===== src/hdl/pmhr_pkg.sv =====
package pmhr_pkg;

  localparam int SYM_W = 6;
  localparam int NUM_RX = 63;
  localparam int NUM_SYN = 16;
  localparam int NUM_TX = 47;
  localparam int NUM_BLK = NUM_TX + NUM_SYN;
  localparam int FIFO_DEPTH = 16;

  localparam logic [6:0] ADDR_SYN_BASE = 7'h3f;
  localparam logic [6:0] ADDR_STATUS = 7'h4f;
  localparam logic [6:0] ADDR_FLAGS = 7'h50;
  localparam logic [6:0] ADDR_TX_LAST = 7'h2e;
  localparam logic [6:0] ADDR_TIMER = 7'h2f;
  localparam logic [6:0] ADDR_CONTROL = 7'h30;
  localparam logic [6:0] ADDR_MASK = 7'h31;

  // status, flag, mask and control bit positions
  localparam int ST_SYNC = 7;
  localparam int ST_DEC = 6;
  localparam int ST_IDLE = 5;
  localparam int ST_ERR = 4;
  localparam int FL_SYNC = 7;
  localparam int FL_DEC = 6;
  localparam int FL_IDLE = 5;
  localparam int FL_TX = 4;
  localparam int FL_TIME = 3;
  localparam int MK_ERR = 2;
  localparam int CT_ACQ = 7;
  localparam int CT_HOLD = 6;
  localparam int CT_RECEIVER_POWERSAVE = 5;
  localparam int CT_TRANSMITTER_POWERSAVE = 4;
  localparam int CT_CI = 3;

  localparam logic [7:0] CONTROL_RST = 8'h30;
  localparam logic [7:0] MASK_RST = 8'h00;

  localparam int SYNC_LOSS_BITS = 420;
  localparam int SECOND_S = 1;
  localparam int CLK_PERIOD_NS = 10;
  localparam int SECOND_CYCLES = SECOND_S * 1000000000 / CLK_PERIOD_NS;

  localparam logic [6:0] PRIM_POLY = 7'h43;

  function automatic logic [5:0] gf_mul(input logic [5:0] a,
                                        input logic [5:0] b);
    logic [5:0] p;
    logic [5:0] x;
    p = 6'h00;
    x = a;
    for (int i = 0; i < SYM_W; i++)
    begin
      if (b[i])
        p = p ^ x;
      x = {x[4:0], 1'b0} ^ (x[5] ? PRIM_POLY[5:0] : 6'h00);
    end
    return p;
  endfunction : gf_mul

  function automatic logic [5:0] gf_alpha(input int n);
    logic [5:0] x;
    x = 6'h01;
    for (int i = 0; i < n; i++)
      x = gf_mul(x, 6'h02);
    return x;
  endfunction : gf_alpha

  function automatic logic [5:0] gen_coef(input int k);
    logic [5:0] g [0:NUM_SYN];
    for (int j = 0; j <= NUM_SYN; j++)
      g[j] = 6'h00;
    g[0] = 6'h01;
    for (int i = 1; i <= NUM_SYN; i++)
    begin
      for (int j = i; j > 0; j--)
        g[j] = g[j-1] ^ gf_mul(g[j], gf_alpha(i));
      g[0] = gf_mul(g[0], gf_alpha(i));
    end
    return g[k];
  endfunction : gen_coef

endpackage : pmhr_pkg


===== src/hdl/pmhr_fifo.sv =====
`timescale 1ns/1ps
module pmhr_fifo #(
  parameter int WIDTH = 6,
  parameter int DEPTH = 16
) (
  input  wire logic             mclk_in,
  input  wire logic             nrst_in,
  input  wire logic             clk_en_in,
  input  wire logic             in_valid_in,
  output logic                  in_ready_out,
  input  wire logic [WIDTH-1:0] in_data_in,
  output logic                  out_valid_out,
  input  wire logic             out_ready_in,
  output logic      [WIDTH-1:0] out_data_out
);
  localparam int AW = $clog2(DEPTH);

  logic [WIDTH-1:0] mem_reg [0:DEPTH-1];
  logic [AW:0]      wr_ptr_reg;
  logic [AW:0]      rd_ptr_reg;
  logic             full;
  logic             empty;

  assign empty = (wr_ptr_reg == rd_ptr_reg);
  assign full = (wr_ptr_reg[AW] != rd_ptr_reg[AW]) &&
                (wr_ptr_reg[AW-1:0] == rd_ptr_reg[AW-1:0]);
  assign in_ready_out = !full;
  assign out_valid_out = !empty;
  assign out_data_out = mem_reg[rd_ptr_reg[AW-1:0]];

  always_ff @(posedge mclk_in)
  begin
    if (clk_en_in && in_valid_in && !full)
      mem_reg[wr_ptr_reg[AW-1:0]] <= in_data_in;
  end

  always_ff @(posedge mclk_in)
  begin
    if (!nrst_in)
    begin
      wr_ptr_reg <= '0;
      rd_ptr_reg <= '0;
    end
    else if (clk_en_in)
    begin
      if (in_valid_in && !full)
        wr_ptr_reg <= wr_ptr_reg + {{AW{1'b0}}, 1'b1};
      if (out_ready_in && !empty)
        rd_ptr_reg <= rd_ptr_reg + {{AW{1'b0}}, 1'b1};
    end
  end
endmodule : pmhr_fifo


===== src/hdl/pmhr_top.sv =====
`timescale 1ns/1ps
module pmhr_top
  import pmhr_pkg::*;
#(
  parameter int SEC_CYCLES = SECOND_CYCLES
) (
  input  wire logic       mclk_in,
  input  wire logic       nrst_in,
  input  wire logic       clk_en_in,
  input  wire logic [6:0] address_in,
  input  wire logic [7:0] data_in,
  output logic      [7:0] data_out,
  output logic            data_oe_out,
  input  wire logic       read_strobe_n_in,
  input  wire logic       write_strobe_n_in,
  input  wire logic       chip_select_n_in,
  output logic            interrupt_request_n_out,
  input  wire logic       rx_sym_valid_in,
  output logic            rx_sym_ready_out,
  input  wire logic [5:0] rx_sym_data_in,
  input  wire logic       sync_word_in,
  input  wire logic [2:0] sync_err_count_in,
  input  wire logic       bit_tick_in,
  input  wire logic       decode_bit_valid_in,
  input  wire logic       decode_fail_in,
  input  wire logic       idle_bit_valid_in,
  input  wire logic       idle_bit_in,
  output logic            tx_sym_valid_out,
  input  wire logic       tx_sym_ready_in,
  output logic      [5:0] tx_sym_data_out,
  output logic            fast_acquire_out,
  output logic            rx_hold_out,
  output logic            receiver_powersave_out,
  output logic            transmitter_powersave_out,
  output logic            continuation_indicator_out
);

  ////////////////////////////////////////////////////////////////////////////
  // declarations
  logic [5:0] rx_reg      [0:NUM_RX-1];
  logic [5:0] rx_shd_reg  [0:NUM_RX-1];
  logic [5:0] syn_reg     [0:NUM_SYN-1];
  logic [5:0] syn_acc_reg [0:NUM_SYN-1];
  logic [5:0] syn_next    [0:NUM_SYN-1];
  logic [5:0] tx_in_reg   [0:NUM_TX-1];
  logic [5:0] tx_out_reg  [0:NUM_TX-1];
  logic [5:0] par_reg     [0:NUM_SYN-1];
  logic [5:0] par_next    [0:NUM_SYN-1];
  logic [7:0] control_reg;
  logic [7:0] mask_reg;
  logic [7:0] flags_reg;
  logic [7:0] flags_set;
  logic [7:0] data_reg;
  logic [7:0] status;
  logic [6:0] syn_idx;
  logic [5:0] rx_cnt_reg;
  logic [5:0] tx_idx_reg;
  logic [5:0] fifo_data;
  logic [5:0] fb;
  logic [4:0] hist_reg;
  logic [4:0] hist_next;
  logic [2:0] serr_reg;
  logic [8:0] bits_reg;
  logic [7:0] sec_reg;
  logic [31:0] pre_reg;
  logic       sync_reg;
  logic       dec_reg;
  logic       idle_reg;
  logic       err_reg;
  logic       rd_act;
  logic       wr_act;
  logic       wr_act_reg;
  logic       wr_pulse;
  logic       rd_flags_reg;
  logic       clr_flags;
  logic       fifo_valid;
  logic       drain;
  logic       accept;
  logic       lost;
  logic       receiver_powersave_init;
  logic       transmitter_powersave_init;
  logic       syn_nz;
  logic       tx_loaded_reg;
  logic       tx_run_reg;
  logic       tx_take;
  logic       tx_copy;
  logic       tmr_on_reg;
  logic       expire;
  logic       irq_reg;

  function automatic logic maj5(input logic [4:0] v);
    return (({2'b00, v[0]} + {2'b00, v[1]} + {2'b00, v[2]} +
             {2'b00, v[3]} + {2'b00, v[4]}) >= 3'd3);
  endfunction : maj5

  ////////////////////////////////////////////////////////////////////////////
  // host bus
  assign rd_act = !chip_select_n_in && !read_strobe_n_in;
  assign wr_act = !chip_select_n_in && !write_strobe_n_in;
  assign wr_pulse = wr_act && !wr_act_reg;
  assign clr_flags = rd_flags_reg && !rd_act;
  assign syn_idx = address_in - ADDR_SYN_BASE;
  assign data_out = data_reg;
  assign data_oe_out = rd_act;
  assign status = {sync_reg, dec_reg, idle_reg, err_reg, 1'b0, serr_reg};
  assign receiver_powersave_init = wr_pulse && address_in == ADDR_CONTROL &&
                     data_in[CT_RECEIVER_POWERSAVE];
  assign transmitter_powersave_init = wr_pulse && address_in == ADDR_CONTROL &&
                     data_in[CT_TRANSMITTER_POWERSAVE];

  always_ff @(posedge mclk_in)
  begin
    if (!nrst_in)
    begin
      wr_act_reg <= 1'b0;
      rd_flags_reg <= 1'b0;
      data_reg <= 8'h00;
    end
    else if (clk_en_in)
    begin
      wr_act_reg <= wr_act;
      rd_flags_reg <= rd_act && address_in == ADDR_FLAGS;
      if (rd_act)
      begin
        if (address_in < ADDR_SYN_BASE)
          data_reg <= {2'b00, rx_reg[address_in[5:0]]};
        else if (address_in < ADDR_STATUS)
          data_reg <= {2'b00, syn_reg[syn_idx[3:0]]};
        else if (address_in == ADDR_STATUS)
          data_reg <= status;
        else if (address_in == ADDR_FLAGS)
          data_reg <= flags_reg;
        else
          data_reg <= 8'h00;
      end
    end
  end

  always_ff @(posedge mclk_in)
  begin
    if (!nrst_in)
    begin
      control_reg <= CONTROL_RST;
      mask_reg <= MASK_RST;
    end
    else if (clk_en_in && wr_pulse)
    begin
      if (address_in == ADDR_CONTROL)
        control_reg <= data_in;
      if (address_in == ADDR_MASK)
        mask_reg <= {data_in[7:2], 2'b00};
    end
  end

  assign fast_acquire_out = control_reg[CT_ACQ];
  assign rx_hold_out = control_reg[CT_HOLD];
  assign receiver_powersave_out = control_reg[CT_RECEIVER_POWERSAVE];
  assign transmitter_powersave_out = control_reg[CT_TRANSMITTER_POWERSAVE];
  assign continuation_indicator_out = control_reg[CT_CI];

  ////////////////////////////////////////////////////////////////////////////
  // receive symbols and syndromes
  pmhr_fifo #(
    .WIDTH (SYM_W),
    .DEPTH (FIFO_DEPTH)
  ) u_rx_fifo (
    .mclk_in       (mclk_in),
    .nrst_in       (nrst_in),
    .clk_en_in     (clk_en_in),
    .in_valid_in   (rx_sym_valid_in),
    .in_ready_out  (rx_sym_ready_out),
    .in_data_in    (rx_sym_data_in),
    .out_valid_out (fifo_valid),
    .out_ready_in  (drain),
    .out_data_out  (fifo_data)
  );

  // drain stalls once a full block waits for its sync word
  assign drain = rx_cnt_reg < 6'(NUM_RX) && !accept;
  assign accept = sync_word_in && !control_reg[CT_RECEIVER_POWERSAVE] &&
                  sync_err_count_in <= control_reg[2:0];

  genvar gi;
  generate
    for (gi = 0; gi < NUM_SYN; gi++)
    begin : g_syn
      assign syn_next[gi] = gf_mul(syn_acc_reg[gi], gf_alpha(gi + 1)) ^
                            fifo_data;
    end
  endgenerate

  always_comb
  begin
    syn_nz = 1'b0;
    for (int i = 0; i < NUM_SYN; i++)
      syn_nz = syn_nz | (|syn_acc_reg[i]);
  end

  always_ff @(posedge mclk_in)
  begin
    if (!nrst_in)
    begin
      rx_cnt_reg <= 6'h00;
      for (int i = 0; i < NUM_SYN; i++)
        syn_acc_reg[i] <= 6'h00;
    end
    else if (clk_en_in)
    begin
      if (accept)
      begin
        rx_cnt_reg <= 6'h00;
        for (int i = 0; i < NUM_SYN; i++)
          syn_acc_reg[i] <= 6'h00;
      end
      else if (drain && fifo_valid)
      begin
        rx_shd_reg[rx_cnt_reg] <= fifo_data;
        rx_cnt_reg <= rx_cnt_reg + 6'h01;
        syn_acc_reg <= syn_next;
      end
    end
  end

  always_ff @(posedge mclk_in)
  begin
    if (clk_en_in && accept)
    begin
      rx_reg <= rx_shd_reg;
      syn_reg <= syn_acc_reg;
    end
  end

  ////////////////////////////////////////////////////////////////////////////
  // status
  assign lost = sync_reg && bit_tick_in &&
                bits_reg == 9'(SYNC_LOSS_BITS);
  assign hist_next = {hist_reg[3:0], idle_bit_in};

  always_ff @(posedge mclk_in)
  begin
    if (!nrst_in)
    begin
      sync_reg <= 1'b0;
      dec_reg <= 1'b0;
      idle_reg <= 1'b0;
      err_reg <= 1'b0;
      serr_reg <= 3'h0;
      bits_reg <= 9'h000;
      hist_reg <= 5'h00;
    end
    else if (clk_en_in)
    begin
      if (idle_bit_valid_in)
        hist_reg <= hist_next;
      if (receiver_powersave_init)
      begin
        sync_reg <= 1'b0;
        dec_reg <= 1'b0;
        idle_reg <= 1'b0;
        err_reg <= 1'b0;
        serr_reg <= 3'h0;
      end
      else
      begin
        if (accept)
        begin
          sync_reg <= 1'b1;
          serr_reg <= sync_err_count_in;
          err_reg <= syn_nz;
          bits_reg <= 9'h000;
          if (!sync_reg)
            idle_reg <= hist_reg[0];
        end
        else if (lost)
          sync_reg <= 1'b0;
        else if (sync_reg && bit_tick_in)
          bits_reg <= bits_reg + 9'h001;
        if (sync_reg && decode_bit_valid_in)
          dec_reg <= decode_fail_in;
        if (sync_reg && idle_bit_valid_in && !accept)
          idle_reg <= maj5(hist_next);
      end
    end
  end

  ////////////////////////////////////////////////////////////////////////////
  // transmit double buffer and parity
  assign tx_take = tx_run_reg && tx_sym_ready_in;
  assign tx_copy = !control_reg[CT_TRANSMITTER_POWERSAVE] && tx_loaded_reg &&
                   (!tx_run_reg ||
                    (tx_take && tx_idx_reg == 6'(NUM_BLK - 1)));
  assign tx_sym_valid_out = tx_run_reg;
  assign tx_sym_data_out = (tx_idx_reg < 6'(NUM_TX)) ?
                           tx_out_reg[tx_idx_reg] : par_reg[NUM_SYN-1];
  assign fb = tx_out_reg[tx_idx_reg] ^ par_reg[NUM_SYN-1];

  generate
    for (gi = 0; gi < NUM_SYN; gi++)
    begin : g_par
      if (gi == 0)
      begin : g_lo
        assign par_next[gi] = gf_mul(fb, gen_coef(gi));
      end
      else
      begin : g_hi
        assign par_next[gi] = par_reg[gi-1] ^ gf_mul(fb, gen_coef(gi));
      end
    end
  endgenerate

  always_ff @(posedge mclk_in)
  begin
    if (clk_en_in && wr_pulse && address_in <= ADDR_TX_LAST)
      tx_in_reg[address_in[5:0]] <= data_in[5:0];
    if (clk_en_in && tx_copy)
      tx_out_reg <= tx_in_reg;
  end

  always_ff @(posedge mclk_in)
  begin
    if (!nrst_in)
    begin
      tx_loaded_reg <= 1'b0;
      tx_run_reg <= 1'b0;
      tx_idx_reg <= 6'h00;
      for (int i = 0; i < NUM_SYN; i++)
        par_reg[i] <= 6'h00;
    end
    else if (clk_en_in)
    begin
      if (wr_pulse && address_in == ADDR_TX_LAST)
        tx_loaded_reg <= 1'b1;
      else if (tx_copy)
        tx_loaded_reg <= 1'b0;
      if (control_reg[CT_TRANSMITTER_POWERSAVE])
      begin
        tx_run_reg <= 1'b0;
        tx_idx_reg <= 6'h00;
        for (int i = 0; i < NUM_SYN; i++)
          par_reg[i] <= 6'h00;
      end
      else if (tx_copy && !tx_run_reg)
        tx_run_reg <= 1'b1;
      else if (tx_take)
      begin
        if (tx_idx_reg == 6'(NUM_BLK - 1))
        begin
          tx_idx_reg <= 6'h00;
          for (int i = 0; i < NUM_SYN; i++)
            par_reg[i] <= 6'h00;
        end
        else
        begin
          tx_idx_reg <= tx_idx_reg + 6'h01;
          if (tx_idx_reg < 6'(NUM_TX))
            par_reg <= par_next;
          else
          begin
            par_reg[0] <= 6'h00;
            for (int i = 1; i < NUM_SYN; i++)
              par_reg[i] <= par_reg[i-1];
          end
        end
      end
    end
  end

  ////////////////////////////////////////////////////////////////////////////
  // one-shot timer
  assign expire = tmr_on_reg && pre_reg == 32'(SEC_CYCLES - 1) &&
                  sec_reg == 8'h01;

  always_ff @(posedge mclk_in)
  begin
    if (!nrst_in)
    begin
      tmr_on_reg <= 1'b0;
      sec_reg <= 8'h00;
      pre_reg <= 32'h00000000;
    end
    else if (clk_en_in)
    begin
      if (wr_pulse && address_in == ADDR_TIMER)
      begin
        sec_reg <= data_in;
        pre_reg <= 32'h00000000;
        tmr_on_reg <= |data_in;
      end
      else if (tmr_on_reg)
      begin
        if (pre_reg == 32'(SEC_CYCLES - 1))
        begin
          pre_reg <= 32'h00000000;
          sec_reg <= sec_reg - 8'h01;
          if (expire)
            tmr_on_reg <= 1'b0;
        end
        else
          pre_reg <= pre_reg + 32'h00000001;
      end
    end
  end

  ////////////////////////////////////////////////////////////////////////////
  // interrupt flags
  always_comb
  begin
    flags_set = 8'h00;
    flags_set[FL_SYNC] = accept || lost;
    flags_set[FL_DEC] = sync_reg && decode_bit_valid_in &&
                        decode_fail_in != dec_reg;
    flags_set[FL_IDLE] = (accept && !sync_reg) ||
                         (sync_reg && idle_bit_valid_in && !accept &&
                          maj5(hist_next) != idle_reg);
    flags_set[FL_TX] = tx_copy || transmitter_powersave_init;
    flags_set[FL_TIME] = expire;
  end

  always_ff @(posedge mclk_in)
  begin
    if (!nrst_in)
      flags_reg <= 8'h00;
    else if (clk_en_in)
    begin
      // flags the host has read, and the receive flags on a receiver powersave write, are cleared; a late set survives
      flags_reg <= (flags_reg & ~(clr_flags ? (data_reg & 8'hf8) : 8'h00) &
                    ~(receiver_powersave_init ? 8'he0 : 8'h00)) | flags_set;
    end
  end

  // errored blocks may hold back the receive events
  always_ff @(posedge mclk_in)
  begin
    if (!nrst_in)
      irq_reg <= 1'b0;
    else if (clk_en_in)
      irq_reg <= |(flags_reg[7:3] & mask_reg[7:3] &
                   {{3{mask_reg[MK_ERR] || !err_reg}}, 2'b11});
  end

  assign interrupt_request_n_out = !irq_reg;

endmodule : pmhr_top


===== config.mk =====
export PLATFORM = sky130hd
export DESIGN_NAME = pmhr_top
export DESIGN_NICKNAME = d
export VERILOG_FILES = /design/src/hdl/pmhr_pkg.sv /design/src/hdl/pmhr_fifo.sv /design/src/hdl/pmhr_top.sv
export SDC_FILE = /design/constraint.sdc
export NUM_CORES = 2
export LEC_CHECK = 0
export ABC_CLOCK_PERIOD_IN_PS = 11100
export BUFFER_PORTS_ARGS = -buffer_cell sky130_fd_sc_hd__buf_2
export CORE_UTILIZATION = 31
export DETAILED_ROUTE_END_ITERATION = 16
export GPL_TIMING_DRIVEN = 0
export HOLD_SLACK_MARGIN = 0.06
export PLACE_DENSITY_LB_ADDON = 0.12
export REMOVE_ABC_BUFFERS = 1
export SYNTH_ARGS = -nofsm -noshare
export SYNTH_HDL_FRONTEND = slang
export SYNTH_HIERARCHICAL = 1
export SYNTH_SLANG_ARGS = --single-unit

===== constraint.sdc =====
create_clock -name mclk_in -period 11.1 [get_ports mclk_in]
set_clock_uncertainty 0.1 [all_clocks]
set_input_delay 0.555 -clock mclk_in [delete_from_list [all_inputs] [get_ports mclk_in]]
set_output_delay 0.555 -clock mclk_in [all_outputs]
set_load 0.03 [all_outputs]

==> reports/metrics.yaml <==
grt:
  grt_pass1_wl_um: 262000
  grt_pass1_vias: 37500
  grt_start_max_net_pins: 122
  antenna_found_initial: 3
  grt_usage: 0.157
  grt-ovfl-total: 0
synthesis:
  synth_edf_count: 1512
  ys_top_cells_by_area: "edfxtp_1, dfxtp_1, mux4_2"
  synthXorXnorAreaFrac: 0.0472
  synth_seq_cells: 1823
  ys_warn_count: 6
  synth_compound_gate_area_share: 0.0616
  synth_adder_area_share: 0.00903
  synth_top_cell_by_area: "edfxtp_1"
  synthMuxAreaShare: 0.0513
  synthMostInstantiatedCell: "edfxtp_1"
  synth_top_family_by_area: "simple AND/OR/NAND/NOR gates"
  synthArstFlopShare: 0
  avgSynthCellArea_um2: 15.6
  synthDistinctLibCells: 81
  synth_cells: 4447
  ys_seq_area_frac: 0.742
  synth_top_area_frac: 0.653
  synth_area_um2: 69500
  synthFlopType: "edfxtp_1"
  yosys-top-cells-count: "edfxtp_1, nand2_1, nor2_1"
  synthSimpleGateAreaFrac: 0.0692
clocking:
  clk_latency_ps: 810
  cts_tree: "yes"
  cts_resized: 0
  clk_pin_slew_worst_paths_ps: 60
  cts_max_path_buffers: 3
  cts-root-buf: "clkbuf_16"
  hold_buffers: 22
  cts-htree-levels: 4
  postCtsSetupBuffers: 0
  cts_buffers: 190
  cts.sinks: 1823
drt:
  drtIter0Drc: 2661
  firstDrtPassIters: 7
  num_vias: 37200
  drc: 0
  ant_nets: 0
  wl_per_cell_um: 23.3
  vias_per_cell: 4.83
  routed_wl_um: 179000
timing:
  hold_violations: 0
  rsz0062_at_grt: "false"
  period_share: 0.484
  max_freq_mhz: 186
  worst_pin_slew_ps: 1350
  fin_ws_ps: 5730
  fin_crit_ps: 5370
  drv_slew: 0
  slew_headroom: 0.102
  setup-violations-final: 0
cells_and_area:
  drive_above_1_share: 0.119
  layout.nets: 4641
  final_area_um2: 80100
  fillers: 21400
  syn2layout_area_growth_pct: 15.2
setup_path:
  worst-path-buf-inv: 1
  cp_slowest_cell: "xnor2_2"
  worstPathCellList: "clkinv_1 -> nor2_1 -> a31oi_1 -> o21ai_0 -> a211oi_4 -> xnor2_2 -> xnor2_1 -> xor2_1 -> or4_1 -> nand3_1"
  r2r-end: "par_reg[31]"
  crit_fanout: 16
  rrSetupSlack_ps: 5730
  cp_data_required_time_ps: 11730
  slowest_delay_ps: 970
  reg2reg_depth: 10
  worstSetupPathType: "flop to flop"
  crit_path_end_kind: "flop"
  critPathArrivalTime_ps: 6010
  r2r_start: "tx_idx_reg[3]"
  cp_top_family: "XOR/XNOR gates"
  cp-start-kind: "flop"
floorplan:
  start_util: 0.313
  num_rows: 173
  die_w_um: 476
  die_h_um: 476
  dieArea_um2: 226000
  top_level_ports: 61
  coreArea_um2: 223000
min_path:
  hold_path_depth: 5
  min_to: "flags_reg[7]"
  hp-start: "bit_tick_in"
  hp-class: "primary input to flop"
run_status:
  status: "complete, no violations"
pwr:
  ir_drop_mv: 0.122
  p_leak_nw: 25.4
  p_per_area_nw_per_um2: 186
placement:
  pre_cts_ws_ps: 5640
  gp_congestion: 0.737
  port_buffers: 60
  hpwl_um: 111000
  dpl_cell_area_um2: 73900
flow_run:
  maxCapViolCount: 0
## final cells by class
class                   instances  area [µm²]  share of cell area
clock inverters                99         870              0.0109
inverters                      95         378             0.00472
repair buffers                139        1660              0.0207
well taps                    2975        3720              0.0465
diodes                          2        5.00           0.0000625
flip-flops and latches       1823       51600               0.644
clock buffers                 252        5150              0.0643
multi-input cells            2305       16700               0.208
## how the worst max path moves through the flow
| stage | startpoint | endpoint | slack (ps) | cells after the start |
|---|---|---|---|---|
| detailed placement | address_in[1] | data_out[3] | 5640 | 11 |
| floorplan | sync_err_count_in[1] | rx_reg[0] | -1350 | 6 |
| CTS | tx_idx_reg[3] | par_reg[31] | 5680 | 10 |
| finish | tx_idx_reg[3] | par_reg[31] | 5730 | 10 |
| global placement | clk_en_in | err_reg | -8040 | 6 |
| global route | tx_idx_reg[3] | par_reg[31] | 5470 | 10 |
## per-stage QoR
step	std cells	TNS, ps	power (W)	hold WS, ps	util
2_1_floorplan	4223	-645960	0.00838	300	-
3_5_place_dp	7315	0	0.00885	305	0.332
6_report	7690	0	0.0149	142	0.360
3_3_place_gp	7258	-4955800	0.00882	300	0.326
5_1_grt	7690	0	0.0155	120	0.360
4_1_cts	7688	0	0.0151	64.6	0.360
## tightest hold or removal path: stages
cell,delay (ps)
buf_2,110
nand3_1,90
nand2_1,60
nand2_1,110
a21oi_1,80
## placed cells by master, fill, tap and decap left out, types with 12 or more instances in the layout
cell,n
mux4_1,17
dlygate4sd3_1,22
or3_1,23
xor2_1,132
xnor2_1,205
a22oi_1,124
clkinv_2,33
nand2b_1,15
a211oi_1,12
bufinv_16,12
clkbuf_16,193
a31oi_1,29
buf_2,57
a2bb2oi_1,19
nor2b_1,18
buf_16,24
mux2_2,16
nor2_1,321
mux2i_1,73
a22o_1,29
ha_1,46
nor4_1,14
clkinv_1,37
nand3_1,144
a21oi_1,172
o211ai_1,21
nand4_1,47
dfxtp_1,307
inv_1,90
buf_6,17
clkbuf_1,49
a221oi_1,41
o21ai_0,114
o21ai_1,28
nor3_1,25
mux4_2,92
and3_1,31
nand2_1,329
edfxtp_1,1512
## cells by family (layout without fill, tap and decap cells)
group | after synthesis | count (layout)
AND/OR/NAND/NOR | 1043 | 1043
other | 0 | 2
buffers and inverters | 319 | 585
multiplexers | 204 | 204
XOR/XNOR | 355 | 355
adder cells (fa/ha/maj) | 49 | 49
flip-flops | 1823 | 1823
AO/OA/AOI/OAI | 654 | 654
## where the power goes
part           switching [W]  total [W]  internal (W)
Clock                0.00269    0.00623       0.00354
Combinational       0.000681    0.00112      0.000438
Sequential         0.0000991    0.00757       0.00747
## metal layers
layer	track usage	vias to the layer above	part of all wire
li1	-	17000	-
met1	0.216	19200	0.46
met2	0.259	634	0.48
met3	0.0249	261	0.037
met4	0.0395	0	0.021
met5	0	-	0
Note: power is estimated with default switching activity, not from simulation.
